==> config.mk <==
export PLATFORM = sky130hd
export DESIGN_NAME = bidir_port_with_peripheral_mux
export DESIGN_NICKNAME = d
export VERILOG_FILES = /design/src/verilog/gpio_port_pkg.sv /design/src/verilog/bidir_port_with_peripheral_mux.sv
export SDC_FILE = /design/constraint.sdc
export NUM_CORES = 1
export LEC_CHECK = 0
export BUFFER_PORTS_ARGS = -buffer_cell sky130_fd_sc_hd__buf_4
export CORE_MARGIN = 2
export CORE_UTILIZATION = 35
export DETAILED_ROUTE_END_ITERATION = 7
export PLACE_DENSITY = 0.56
export SYNTH_ARGS = -nofsm -noshare
export SYNTH_HDL_FRONTEND = slang
export SYNTH_SLANG_ARGS = --single-unit
==> constraint.sdc <==
create_clock -name clk_sys -period 5.2 [get_ports clk_sys]
set_clock_uncertainty 0.05 [all_clocks]
set_input_delay 1.04 -clock clk_sys [delete_from_list [all_inputs] [get_ports clk_sys]]
set_output_delay 1.04 -clock clk_sys [all_outputs]
set_load 0.01 [all_outputs]
==> src/verilog/gpio_port_pkg.sv <==
package gpio_port_pkg;

   localparam int          PORT_WIDTH    = 8;
   localparam int          ADDR_WIDTH    = 2;

   // Register offsets
   localparam logic [1:0]  ADDR_PIN      = 2'h0;
   localparam logic [1:0]  ADDR_LATCH    = 2'h1;
   localparam logic [1:0]  ADDR_DIR      = 2'h2;
   localparam logic [1:0]  ADDR_STATUS   = 2'h3;

   // Reset values: all inputs, latch cleared
   localparam logic [7:0]  DIR_RESET     = 8'hFF;
   localparam logic [7:0]  LATCH_RESET   = 8'h00;

   // Pin positions
   localparam int          PIN_OSC_OUT   = 0;
   localparam int          PIN_OSC_IN    = 1;
   localparam int          PIN_UNIT2     = 1;
   localparam int          PIN_ECCP      = 2;
   localparam int          PIN_SCK       = 3;

   // Status register field positions
   localparam int          ST_OSC        = 0;
   localparam int          ST_UNIT2_SEL  = 1;
   localparam int          ST_SHUTDOWN   = 2;
   localparam int          ST_SPI_MASTER = 3;

   typedef struct packed {
      logic oscEnable;
      logic unit2PinSelect;
      logic unit2Enable;
      logic unit2Out;
      logic eccpEnable;
      logic eccpOut;
      logic pwmChanAEnable;
      logic pwmChanAOut;
      logic pwmShutdown;
      logic pwmShutdownTristate;
      logic spiEnable;
      logic spiMaster;
      logic spiClkOut;
   } periph_ctrl_t;

   typedef struct packed {
      logic timerCountIn;
      logic unit2CaptureIn;
      logic eccpCaptureIn;
      logic spiClkIn;
   } periph_in_t;

   typedef enum logic [1:0] {
      RD_IDLE  = 2'b00,
      RD_VALID = 2'b01
   } rd_state_t;

endpackage

==> src/verilog/bidir_port_with_peripheral_mux.sv <==
// Function
// - Eight pins, one bit each per register
// - Direction one makes pin input, tri-stated
// - Direction zero drives latch onto pin
// - Latch readable; read-modify-write uses latch
// - Power-on reset leaves all pins inputs
// - Pin select routes unit 2 to pin 1
// - Peripherals may override stored direction
// - Direction read returns stored bits
// - Timer oscillator disables pins 0 and 1
// - Unit 2 output wins, else capture input
// - Enhanced unit output on pin 2 unless channel A on
// - Channel A priority, tri-state on shutdown
// - SPI master clock out, else clock in
//
// Decided for this implementation: the address map and the plain strobed port.
`timescale 1ns/100ps
module bidir_port_with_peripheral_mux
   import gpio_port_pkg::*;
#(
   parameter int WIDTH = PORT_WIDTH
) (
   input  wire logic                  clk_sys,
   input  wire logic                  rstn,
   input  wire logic [ADDR_WIDTH-1:0] regAddr,
   input  wire logic [7:0]            regWrData,
   input  wire logic                  regWrite,
   input  wire logic                  regRead,
   output logic      [7:0]            regRdData,
   input  wire periph_ctrl_t          periphCtrl,
   output periph_in_t                 periphIn,
   input  wire logic [WIDTH-1:0]      pinIn,
   output logic      [WIDTH-1:0]      pinOut,
   output logic      [WIDTH-1:0]      pinOutEnN
);

   if (WIDTH != 8) begin : g_width_check
      $error("Port width must be 8");
   end

   logic             rstSync1Q;
   logic             rstSyncQ;
   logic [WIDTH-1:0] latchQ;
   logic [WIDTH-1:0] dirQ;
   logic [WIDTH-1:0] pinSyncQ;
   logic [WIDTH-1:0] outD;
   logic [WIDTH-1:0] enND;
   logic             unit2Here;
   logic [WIDTH-1:0] oscMaskD;
   logic [7:0]       statusD;
   rd_state_t        rdStateQ;

   always_ff @(posedge clk_sys or negedge rstn) begin
      if (!rstn) begin
         rstSync1Q <= 1'b0;
         rstSyncQ  <= 1'b0;
      end else begin
         rstSync1Q <= 1'b1;
         rstSyncQ  <= rstSync1Q;
      end
   end

   function automatic logic hit(input logic [ADDR_WIDTH-1:0] a,
                                input logic [ADDR_WIDTH-1:0] b,
                                input logic                  s);
      return s && (a == b);
   endfunction

   // Latch written through either the latch or the pin register
   always_ff @(posedge clk_sys or negedge rstSyncQ) begin
      if (!rstSyncQ) begin
         latchQ <= LATCH_RESET;
      end else if (hit(regAddr, ADDR_LATCH, regWrite) ||
                   hit(regAddr, ADDR_PIN, regWrite)) begin
         latchQ <= regWrData;
      end
   end

   always_ff @(posedge clk_sys or negedge rstSyncQ) begin
      if (!rstSyncQ) begin
         dirQ <= DIR_RESET;
      end else if (hit(regAddr, ADDR_DIR, regWrite)) begin
         dirQ <= regWrData;
      end
   end

   // Pins treated as synchronous; one stage for a clean read value
   always_ff @(posedge clk_sys or negedge rstSyncQ) begin
      if (!rstSyncQ) begin
         pinSyncQ <= '0;
      end else begin
         pinSyncQ <= pinIn;
      end
   end

   assign unit2Here = periphCtrl.unit2PinSelect;

   // Oscillator pins read back as zero while the analog cell owns them
   always_comb begin
      oscMaskD              = '0;
      oscMaskD[PIN_OSC_OUT] = periphCtrl.oscEnable;
      oscMaskD[PIN_OSC_IN]  = periphCtrl.oscEnable;
   end

   // Status is a live view of peripheral levels; writes to it are dropped
   always_comb begin
      statusD                = 8'h00;
      statusD[ST_OSC]        = periphCtrl.oscEnable;
      statusD[ST_UNIT2_SEL]  = periphCtrl.unit2PinSelect;
      statusD[ST_SHUTDOWN]   = periphCtrl.pwmShutdown;
      statusD[ST_SPI_MASTER] = periphCtrl.spiMaster;
   end

   always_comb begin
      outD = latchQ;
      enND = dirQ;
      if (periphCtrl.unit2Enable && unit2Here && !dirQ[PIN_UNIT2]) begin
         outD[PIN_UNIT2] = periphCtrl.unit2Out;
      end
      if (periphCtrl.eccpEnable && !dirQ[PIN_ECCP]) begin
         outD[PIN_ECCP] = periphCtrl.eccpOut;
      end
      if (periphCtrl.pwmChanAEnable && !dirQ[PIN_ECCP]) begin
         outD[PIN_ECCP] = periphCtrl.pwmChanAOut;
         if (periphCtrl.pwmShutdown && periphCtrl.pwmShutdownTristate) begin
            enND[PIN_ECCP] = 1'b1;
         end
      end
      if (periphCtrl.spiEnable && periphCtrl.spiMaster && !dirQ[PIN_SCK]) begin
         outD[PIN_SCK] = periphCtrl.spiClkOut;
      end
      // Oscillator is analog; digital driver must stay off
      if (periphCtrl.oscEnable) begin
         enND[PIN_OSC_OUT] = 1'b1;
         enND[PIN_OSC_IN]  = 1'b1;
         outD[PIN_OSC_OUT] = 1'b0;
         outD[PIN_OSC_IN]  = 1'b0;
      end
   end

   always_ff @(posedge clk_sys or negedge rstSyncQ) begin
      if (!rstSyncQ) begin
         pinOut    <= '0;
         pinOutEnN <= '1;
      end else begin
         pinOut    <= outD;
         pinOutEnN <= enND;
      end
   end

   // Capture and SPI clock inputs only seen when the pin is an input; timer count input ignores direction
   always_ff @(posedge clk_sys or negedge rstSyncQ) begin
      if (!rstSyncQ) begin
         periphIn <= '0;
      end else begin
         periphIn.timerCountIn  <= periphCtrl.oscEnable ? 1'b0 : pinSyncQ[PIN_OSC_OUT];
         periphIn.unit2CaptureIn <= unit2Here && dirQ[PIN_UNIT2] && !periphCtrl.oscEnable
                                    && pinSyncQ[PIN_UNIT2];
         periphIn.eccpCaptureIn <= dirQ[PIN_ECCP] && pinSyncQ[PIN_ECCP];
         periphIn.spiClkIn      <= dirQ[PIN_SCK] && pinSyncQ[PIN_SCK];
      end
   end

   always_ff @(posedge clk_sys or negedge rstSyncQ) begin
      if (!rstSyncQ) begin
         rdStateQ  <= RD_IDLE;
         regRdData <= '0;
      end else begin
         case (regRead)
            1'b1: begin
               rdStateQ <= RD_VALID;
               case (regAddr)
                  ADDR_PIN: begin
                     regRdData <= pinSyncQ & ~oscMaskD;
                  end
                  ADDR_LATCH: begin
                     regRdData <= latchQ;
                  end
                  ADDR_DIR: begin
                     regRdData <= dirQ;
                  end
                  ADDR_STATUS: begin
                     regRdData <= statusD;
                  end
                  default: begin
                     regRdData <= '0;
                  end
               endcase
            end
            default: begin
               rdStateQ  <= RD_IDLE;
               regRdData <= '0;
            end
         endcase
      end
   end
endmodule

==> results.json, run 1 <==
{
  "pin_count": 63,
  "preCtsSetupSlack_ps": 2760,
  "ys_seq_elements": 54,
  "cp_max_fo": 10,
  "ir_worst_vdd_mv": 0.127,
  "crit_chain": "buf_4 -> nor2b_1 -> mux2_2",
  "start_kind": "input pin",
  "critical-path-slowest-cell": "nor2b_1",
  "min_path_type": "reg2reg",
  "max_freq_ghz": 0.474,
  "die_x_microns": 79.6,
  "final.setup.tns_ps": 0,
  "grt_max_degree": 53,
  "post_synth.cell_area_avg_sq_um": 16.7,
  "placed_area_sq_mm": 0.00253,
  "timing.critical_path.buf_inv": 1,
  "die_y_microns": 79.6,
  "cts_max_level": 2,
  "finalCritPeriodShare": 0.406,
  "yosysMostFrequentCell": "dfrtp_1",
  "drtIter0Drc": 40,
  "slowest_delay_ps": 640,
  "ctsHoldBuffers": 0,
  "clockBufferDepth": 2,
  "clk-insertion-delay-late_ps": 300,
  "grtUsageTotal": 0.136,
  "synth-edff-count": 0,
  "power.density_mw_per_mm2": 345,
  "area.growth.synth_to_final_pct": 31.2,
  "ys_async_sr_fraction": 1.00,
  "fillers": 479,
  "status": "complete, no violations",
  "syn-num-nets": 155,
  "drv_cap": 0,
  "cts_made_buffers": 5,
  "leakage_nw": 1.25,
  "netlist_area_sq_mm": 0.00200,
  "diodes": 0,
  "yosysSeqAreaShare": 0.686,
  "dpl.hpwl_mm": 2.68,
  "ys.flop_type": "dfrtp_1",
  "cp.arrival_ps": 2250,
  "holdWs_ps": 305,
  "setup_ws_ps": 3090,
  "stdcell_count": 259,
  "drc": 0,
  "synth_warnings": 0,
  "postCtsSetupBuffers": 0,
  "rsz0062_at_grt": "false",
  "start_util": 0.363,
  "grt_pass1_vias": 1277,
  "cts-root-buf": "clkbuf_8",
  "yosysTopAreaCell": "dfrtp_1",
  "cts_resized": 0,
  "synth_common_cells": "dfrtp_1 (38), dfstp_2 (16), mux2_2 (8), mux2_4 (8)",
  "synthCells": 120,
  "synth.area.top_cells": "dfrtp_1 (48%), dfstp_2 (21%), mux2_4 (6.0%)",
  "grt_pass1_wl_mm": 6.49,
  "nets": 221,
  "antenna_found_initial": 0,
  "yosysUniqueCellTypes": 27,
  "wl_per_cell_microns": 14.9,
  "num_vias": 1152,
  "cts_tree": "done",
  "first_pass_iters": 4,
  "clk_pin_slew_ps": 90,
  "setup_viol": 0,
  "worst_setup_path_end_kind": "flop",
  "slew_headroom": 0.288,
  "overflow": 0,
  "finalHoldViolCount": 0,
  "core_sq_mm": 0.00551,
  "dp_cells": 251,
  "worstMarginPinSlew_ps": 1070,
  "period_needed_ps": 2110,
  "yosysTopAreaCellShare": 0.476,
  "viasPerCell": 4.45,
  "port_buffers": 62,
  "drive_gt1_frac": 0.631,
  "gp_congestion": 0.726,
  "routed_wl_mm": 3.87,
  "die-area_sq_mm": 0.00633,
  "cp_top_family": "simple AND/OR/NAND/NOR gates",
  "drt.antenna.violating_nets": 0,
  "cts_sinks": 54,
  "crit_type": "in2reg",
  "design_area_sq_mm": 0.00262,
  "row_count": 27,
  "finalMaxSlewViolations": 0,
  "cp.required_ps": 5340
}
## where the power goes
group,leakage [nW],internal (mW),total [mW],switching [mW]
clock network,0.0482,0.108,0.232,0.124
registers,0.632,0.489,0.525,0.0360
logic,0.572,0.0966,0.149,0.0525
total,1.25,0.693,0.906,0.213
## per-layer routing
| metal | track usage | part of all wire | vias up |
|---|---|---|---|
| met1 | 0.175 | 0.42 | 561 |
| li1 | - | - | 536 |
| met5 | 0 | 0 | - |
| met3 | 0.0441 | 0.081 | 6 |
| met4 | 0.0414 | 0.014 | 0 |
| met2 | 0.220 | 0.48 | 49 |
## kinds of logic (layout without fill, tap and decap cells)
group,Yosys count,after routing,synth area share
DFF,54,54,0.686
buffers and inverters,3,70,0.0119
muxes,26,26,0.181
AOI/OAI and AO/OA,8,8,0.0269
and+or+nand+nor,28,28,0.0920
other,1,1,0.00188
## worst paths after layout
path,startpoint,to,slack (ps),depth (start not counted)
max,regAddr[1],latchQ[1],3090,3
min,rstSync1Q,rstSyncQ,310,0
max reg2reg,pinSyncQ[0],regRdData[0],3940,3
min reg2reg,rstSync1Q,rstSyncQ,310,0
max in group asynchronous,rstSyncQ,pinSyncQ[0],4010,0
min in group asynchronous,rstSyncQ,regRdData[5],420,0
## area by class of cell
type	instances	area (sq um)	share of cell area
clock buffers	7	86.3	0.0329
well taps	72	90.1	0.0344
clock inverters	1	5.00	0.00191
repair buffers	62	465	0.177
multi-input cells	63	603	0.230
flip-flops and latches	54	1370	0.523
## sequential cells by signal, summed over array words and instances, names as in the netlist
register / cells
latchQ: 8
pinOut: 8
periphIn: 4
regRdData: 8
rstSyncQ: 1
dirQ: 8
rstSync1Q: 1
pinOutEnN: 8
pinSyncQ: 8
## through the flow
step,power [mW],utilization
after global routing,0.956,0.476
after global placement,0.680,0.460
final,0.906,0.476
after floorplan,0.601,-
after CTS,0.919,0.476
after detailed placement,0.684,0.460
## cells in the final DEF, fill, tap and decap left out, drive strengths merged, types with 2 or more instances in the layout
master / synthesis / layout
buf: 3 / 62
dfrtp: 38 / 38
mux2: 17 / 17
dfstp: 16 / 16
clkbuf: 0 / 7
or2: 6 / 6
and2: 6 / 6
mux2i: 5 / 5
nand2: 5 / 5
a21boi: 4 / 4
mux4: 4 / 4
nor2b: 4 / 4
nand3b: 2 / 2
nor2: 2 / 2
o21ai: 2 / 2
(Power assumes the default switching activity.)
==> run 2: changes to the inputs <==
==> constraint.sdc (replaced) <==
create_clock -name clk_sys -period 2 [get_ports clk_sys]
set_clock_uncertainty 0.05 [all_clocks]
set_input_delay 0.4 -clock clk_sys [delete_from_list [all_inputs] [get_ports clk_sys]]
set_output_delay 0.4 -clock clk_sys [all_outputs]
set_load 0.01 [all_outputs]
==> results.json, run 2 (synthesized netlist as in run 1, its figures left out) <==
{
  "status": "complete, no violations",
  "cp_max_fo": 1,
  "cts_made_buffers": 5,
  "die_x_microns": 79.6,
  "holdWs_ps": 151,
  "start_kind": "flop",
  "crit_type": "reg2out",
  "fillers": 491,
  "cts_tree": "done",
  "nets": 226,
  "p_sw_frac": 0.226,
  "setup_viol": 0,
  "drv_cap": 0,
  "port_buffers": 62,
  "worstMarginPinSlew_ps": 559,
  "viasPerCell": 4.42,
  "clockBufferDepth": 2,
  "crit_chain": "buf_4",
  "routed_wl_mm": 3.79,
  "grt_pass1_vias": 1277,
  "cp.required_ps": 1550,
  "ir_worst_vdd_mv": 0.433,
  "placed_area_sq_mm": 0.00256,
  "final.setup.tns_ps": 0,
  "diodes": 0,
  "power.total_mw": 2.46,
  "power.density_mw_per_mm2": 918,
  "worst_setup_path_end_kind": "primary output",
  "cp.arrival_ps": 950,
  "combPwrFrac": 0.164,
  "num_vias": 1166,
  "multiInputGateArea_sq_um": 603,
  "grt_max_degree": 27,
  "die_y_microns": 79.6,
  "cp_top_family": "flip-flops",
  "grt_pass1_wl_mm": 6.27,
  "finalCritPeriodShare": 0.698,
  "clk_pin_slew_ps": 90,
  "drt.antenna.violating_nets": 0,
  "timing.critical_path.buf_inv": 1,
  "final_common_cell": "buf_4",
  "antenna_found_initial": 0,
  "area.growth.synth_to_final_pct": 34.0,
  "gp_congestion": 0.739,
  "leakage_nw": 1.28,
  "period_needed_ps": 1400,
  "switchingPower_mw": 0.554,
  "critical-path-slowest-cell": "dfstp_2",
  "drc": 0,
  "min_path_type": "in2reg",
  "drive_gt1_frac": 0.630,
  "overflow": 0,
  "finalHoldViolCount": 0,
  "row_count": 27,
  "core_sq_mm": 0.00551,
  "final_cell_mix": "buf_4 (66), dfrtp_1 (37), dfstp_2 (16)",
  "die-area_sq_mm": 0.00633,
  "pin_count": 63,
  "seq_area_sq_mm": 0.00137,
  "clk-insertion-delay-late_ps": 300,
  "slowest_delay_ps": 540,
  "rsz0062_at_grt": "false",
  "cts_sinks": 54,
  "design_area_sq_mm": 0.00268,
  "max_freq_ghz": 0.716,
  "wl_per_cell_microns": 14.3,
  "start_util": 0.363,
  "first_pass_iters": 4,
  "slew_headroom": 0.628,
  "seq_power_share": 0.551,
  "cts-root-buf": "clkbuf_8",
  "fin_util": 0.486,
  "finalMaxSlewViolations": 0,
  "p_clk_frac": 0.285,
  "dpl.hpwl_mm": 2.74,
  "cts_max_level": 2,
  "p_int_mw": 1.90,
  "drtIter0Drc": 31,
  "grtUsageTotal": 0.131
}
==> run 2: cell count changes in the layout (fill, tap and decap cells not counted) <==
| cell | delta |
|---|---|
| buf_4 | +4 |
| bufinv_16 | +1 |
| clkbuf_1 | +1 |
| clkbuf_8 | -1 |
| clkinv_2 | -1 |
| dlygate4sd3_1 | +1 |
==> run 2: worst paths after layout <==
kind	cells past startpoint	startpoint	slack, ps	end
hold / removal	1	pinIn[6]	150	pinSyncQ[6]
setup reg to reg	3	pinSyncQ[0]	740	regRdData[0]
setup / recovery	1	pinOutEnN[6]	600	pinOutEnN[6]
min in group asynchronous	0	rstSyncQ	210	pinOut[7]
hold reg to reg	0	rstSyncQ	210	pinOut[7]
max in group asynchronous	1	rstSyncQ	1010	pinOutEnN[1]
==> run 2: per-layer routing <==
metal	global-route usage	wire (microns)
met2	0.203	1810
met3	0.0362	298
met1	0.176	1640
met4	0.0517	38
met5	0	0
==> run 2: power by group through the flow <==
stage / Sequential (mW) / Combinational (mW) / Clock [mW]
floorplan: 1.40 / 0.164 / 0
finish: 1.35 / 0.403 / 0.701
detailed placement: 1.38 / 0.409 / 0
global route: 1.38 / 0.439 / 0.760
global placement: 1.37 / 0.402 / 0
CTS: 1.36 / 0.411 / 0.723
==> run 2: cell type report <==
type / count / area share
clock buffer: 7 / 0.0285
sequential: 54 / 0.513
tap: 72 / 0.0336
timing repair buffer: 67 / 0.189
clock inverter: 1 / 0.0112
multi-input combinational: 63 / 0.225
==> run 2: through the flow <==
step,std cells,setup slack [ps]
5_1_grt,264,567
6_report,264,603
4_1_cts,264,588
3_3_place_gp,255,544
3_5_place_dp,255,539
2_1_floorplan,120,363
==> run 2: what timing repair did <==
action	in CTS	in global routing
resized for setup	0	0
setup endpoints to repair	0	0
hold buffers	1	0
hold endpoints to repair	2	0
buffers inserted	0	0
==> run 3: changes to the inputs <==
==> constraint.sdc (replaced) <==
create_clock -name clk_sys -period 1.4 [get_ports clk_sys]
set_clock_uncertainty 0.05 [all_clocks]
set_input_delay 0.28 -clock clk_sys [delete_from_list [all_inputs] [get_ports clk_sys]]
set_output_delay 0.28 -clock clk_sys [all_outputs]
set_load 0.01 [all_outputs]
==> results.json, run 3 (synthesized netlist as in run 1, its figures left out) <==
{
  "viasPerCell": 4.38,
  "die_y_microns": 79.6,
  "worst_setup_path_end_kind": "primary output",
  "area.growth.synth_to_final_pct": 34.8,
  "grt_pass1_wl_mm": 6.24,
  "wl_per_cell_microns": 14.5,
  "p_sw_frac": 0.230,
  "critical-path-slowest-cell": "dfstp_2",
  "crit_type": "reg2out",
  "seq_power_share": 0.544,
  "finalMaxSlewViolations": 0,
  "gp_congestion": 0.689,
  "ir_worst_vdd_mv": 0.686,
  "max_freq_ghz": 0.778,
  "p_clk_frac": 0.287,
  "start_util": 0.363,
  "grt_pass1_vias": 1264,
  "overflow": 0,
  "finalHoldViolCount": 0,
  "busiest_layer": "met2",
  "grt_use_met1": 0.169,
  "clockBufferDepth": 2,
  "diodes": 0,
  "cp_max_fo": 1,
  "pin_count": 63,
  "cts_max_level": 2,
  "core_sq_mm": 0.00551,
  "rsz0062_at_grt": "false",
  "dpl.hpwl_mm": 2.73,
  "num_vias": 1156,
  "grtUsageTotal": 0.132,
  "grt_max_degree": 53,
  "crit_chain": "buf_4",
  "cts_made_buffers": 5,
  "clk-insertion-delay-late_ps": 300,
  "row_count": 27,
  "cp.arrival_ps": 950,
  "die-area_sq_mm": 0.00633,
  "min_path_type": "in2reg",
  "first_pass_iters": 4,
  "drc": 0,
  "p_int_mw": 2.72,
  "drtIter0Drc": 17,
  "grt_use_met2": 0.208,
  "grtUsageMet3": 0.0509,
  "routed_wl_mm": 3.82,
  "cts_resized": 0,
  "switchingPower_mw": 0.811,
  "cts-root-buf": "clkbuf_8",
  "setup_ws_ps": 115,
  "die_x_microns": 79.6,
  "final.setup.tns_ps": 0,
  "drt.antenna.violating_nets": 0,
  "period_needed_ps": 1280,
  "cp_top_family": "flip-flops",
  "final_cell_mix": "buf_4 (65), dfrtp_1 (37), dfstp_2 (16)",
  "final_common_cell": "buf_4",
  "drive_gt1_frac": 0.635,
  "finalCritPeriodShare": 0.918,
  "antenna_found_initial": 0,
  "cp.required_ps": 1070,
  "drv_cap": 0,
  "preCtsSetupSlack_ps": 47.6,
  "timing.critical_path.buf_inv": 1,
  "start_kind": "flop",
  "clk_pin_slew_ps": 90,
  "power.density_mw_per_mm2": 1310,
  "status": "complete, no violations",
  "nets": 226,
  "combPwrFrac": 0.168,
  "cts_tree": "done",
  "cts_sinks": 54,
  "setup_viol": 0,
  "port_buffers": 62,
  "leakage_nw": 1.28,
  "fillers": 496,
  "slowest_delay_ps": 540
}
run 3: power by group through the flow:
stage / logic [mW] / clock network (mW) / registers [mW]
floorplan: 0.234 / 0 / 2.00
global placement: 0.590 / 0 / 1.94
detailed placement: 0.604 / 0 / 1.95
CTS: 0.608 / 1.05 / 1.93
global route: 0.647 / 1.12 / 1.95
finish: 0.595 / 1.02 / 1.92
run 3: stage by stage:
stage          area, sq um  cells  hold WS (ps)  power, mW   util
2_1_floorplan         2000    120         -65.6       2.23      -
3_5_place_dp          2570    255          13.5       2.56  0.467
5_1_grt               2690    264          2.48       3.72  0.489
3_3_place_gp          2570    255          12.1       2.53  0.467
6_report              2690    264          28.6       3.53  0.489
4_1_cts               2690    264          16.8       3.59  0.489
run 3: area by class of cell:
class	instances	area [sq um]	share of cell area
flip-flops and latches	54	1370	0.510
repair buffers	67	518	0.192
multi-input cells	63	603	0.224
clock inverters	2	37.5	0.0139
well taps	72	90.1	0.0334
clock buffers	6	72.6	0.0269
run 3: timing repair:
action,in CTS,in global routing
endpoints found under the setup margin,0,0
hold endpoints to repair,2,0
buffers inserted,0,0
hold buffers,1,0
run 3: per-layer routing:
layer / vias up / routed length (microns)
met5: - / 0
met4: 0 / 33
met3: 5 / 287
met2: 43 / 1850
met1: 564 / 1650
li1: 544 / -
run 3: final timing paths:
path	end	from	slack (ps)	depth (start not counted)
max	pinOutEnN[6]	pinOutEnN[6]	120	1
min	pinSyncQ[4]	pinIn[4]	30	1
max reg2reg	regRdData[1]	pinSyncQ[1]	130	3
min reg2reg	regRdData[4]	rstSyncQ	200	1
max in group asynchronous	dirQ[1]	rstSyncQ	810	1
min in group asynchronous	regRdData[4]	rstSyncQ	200	1
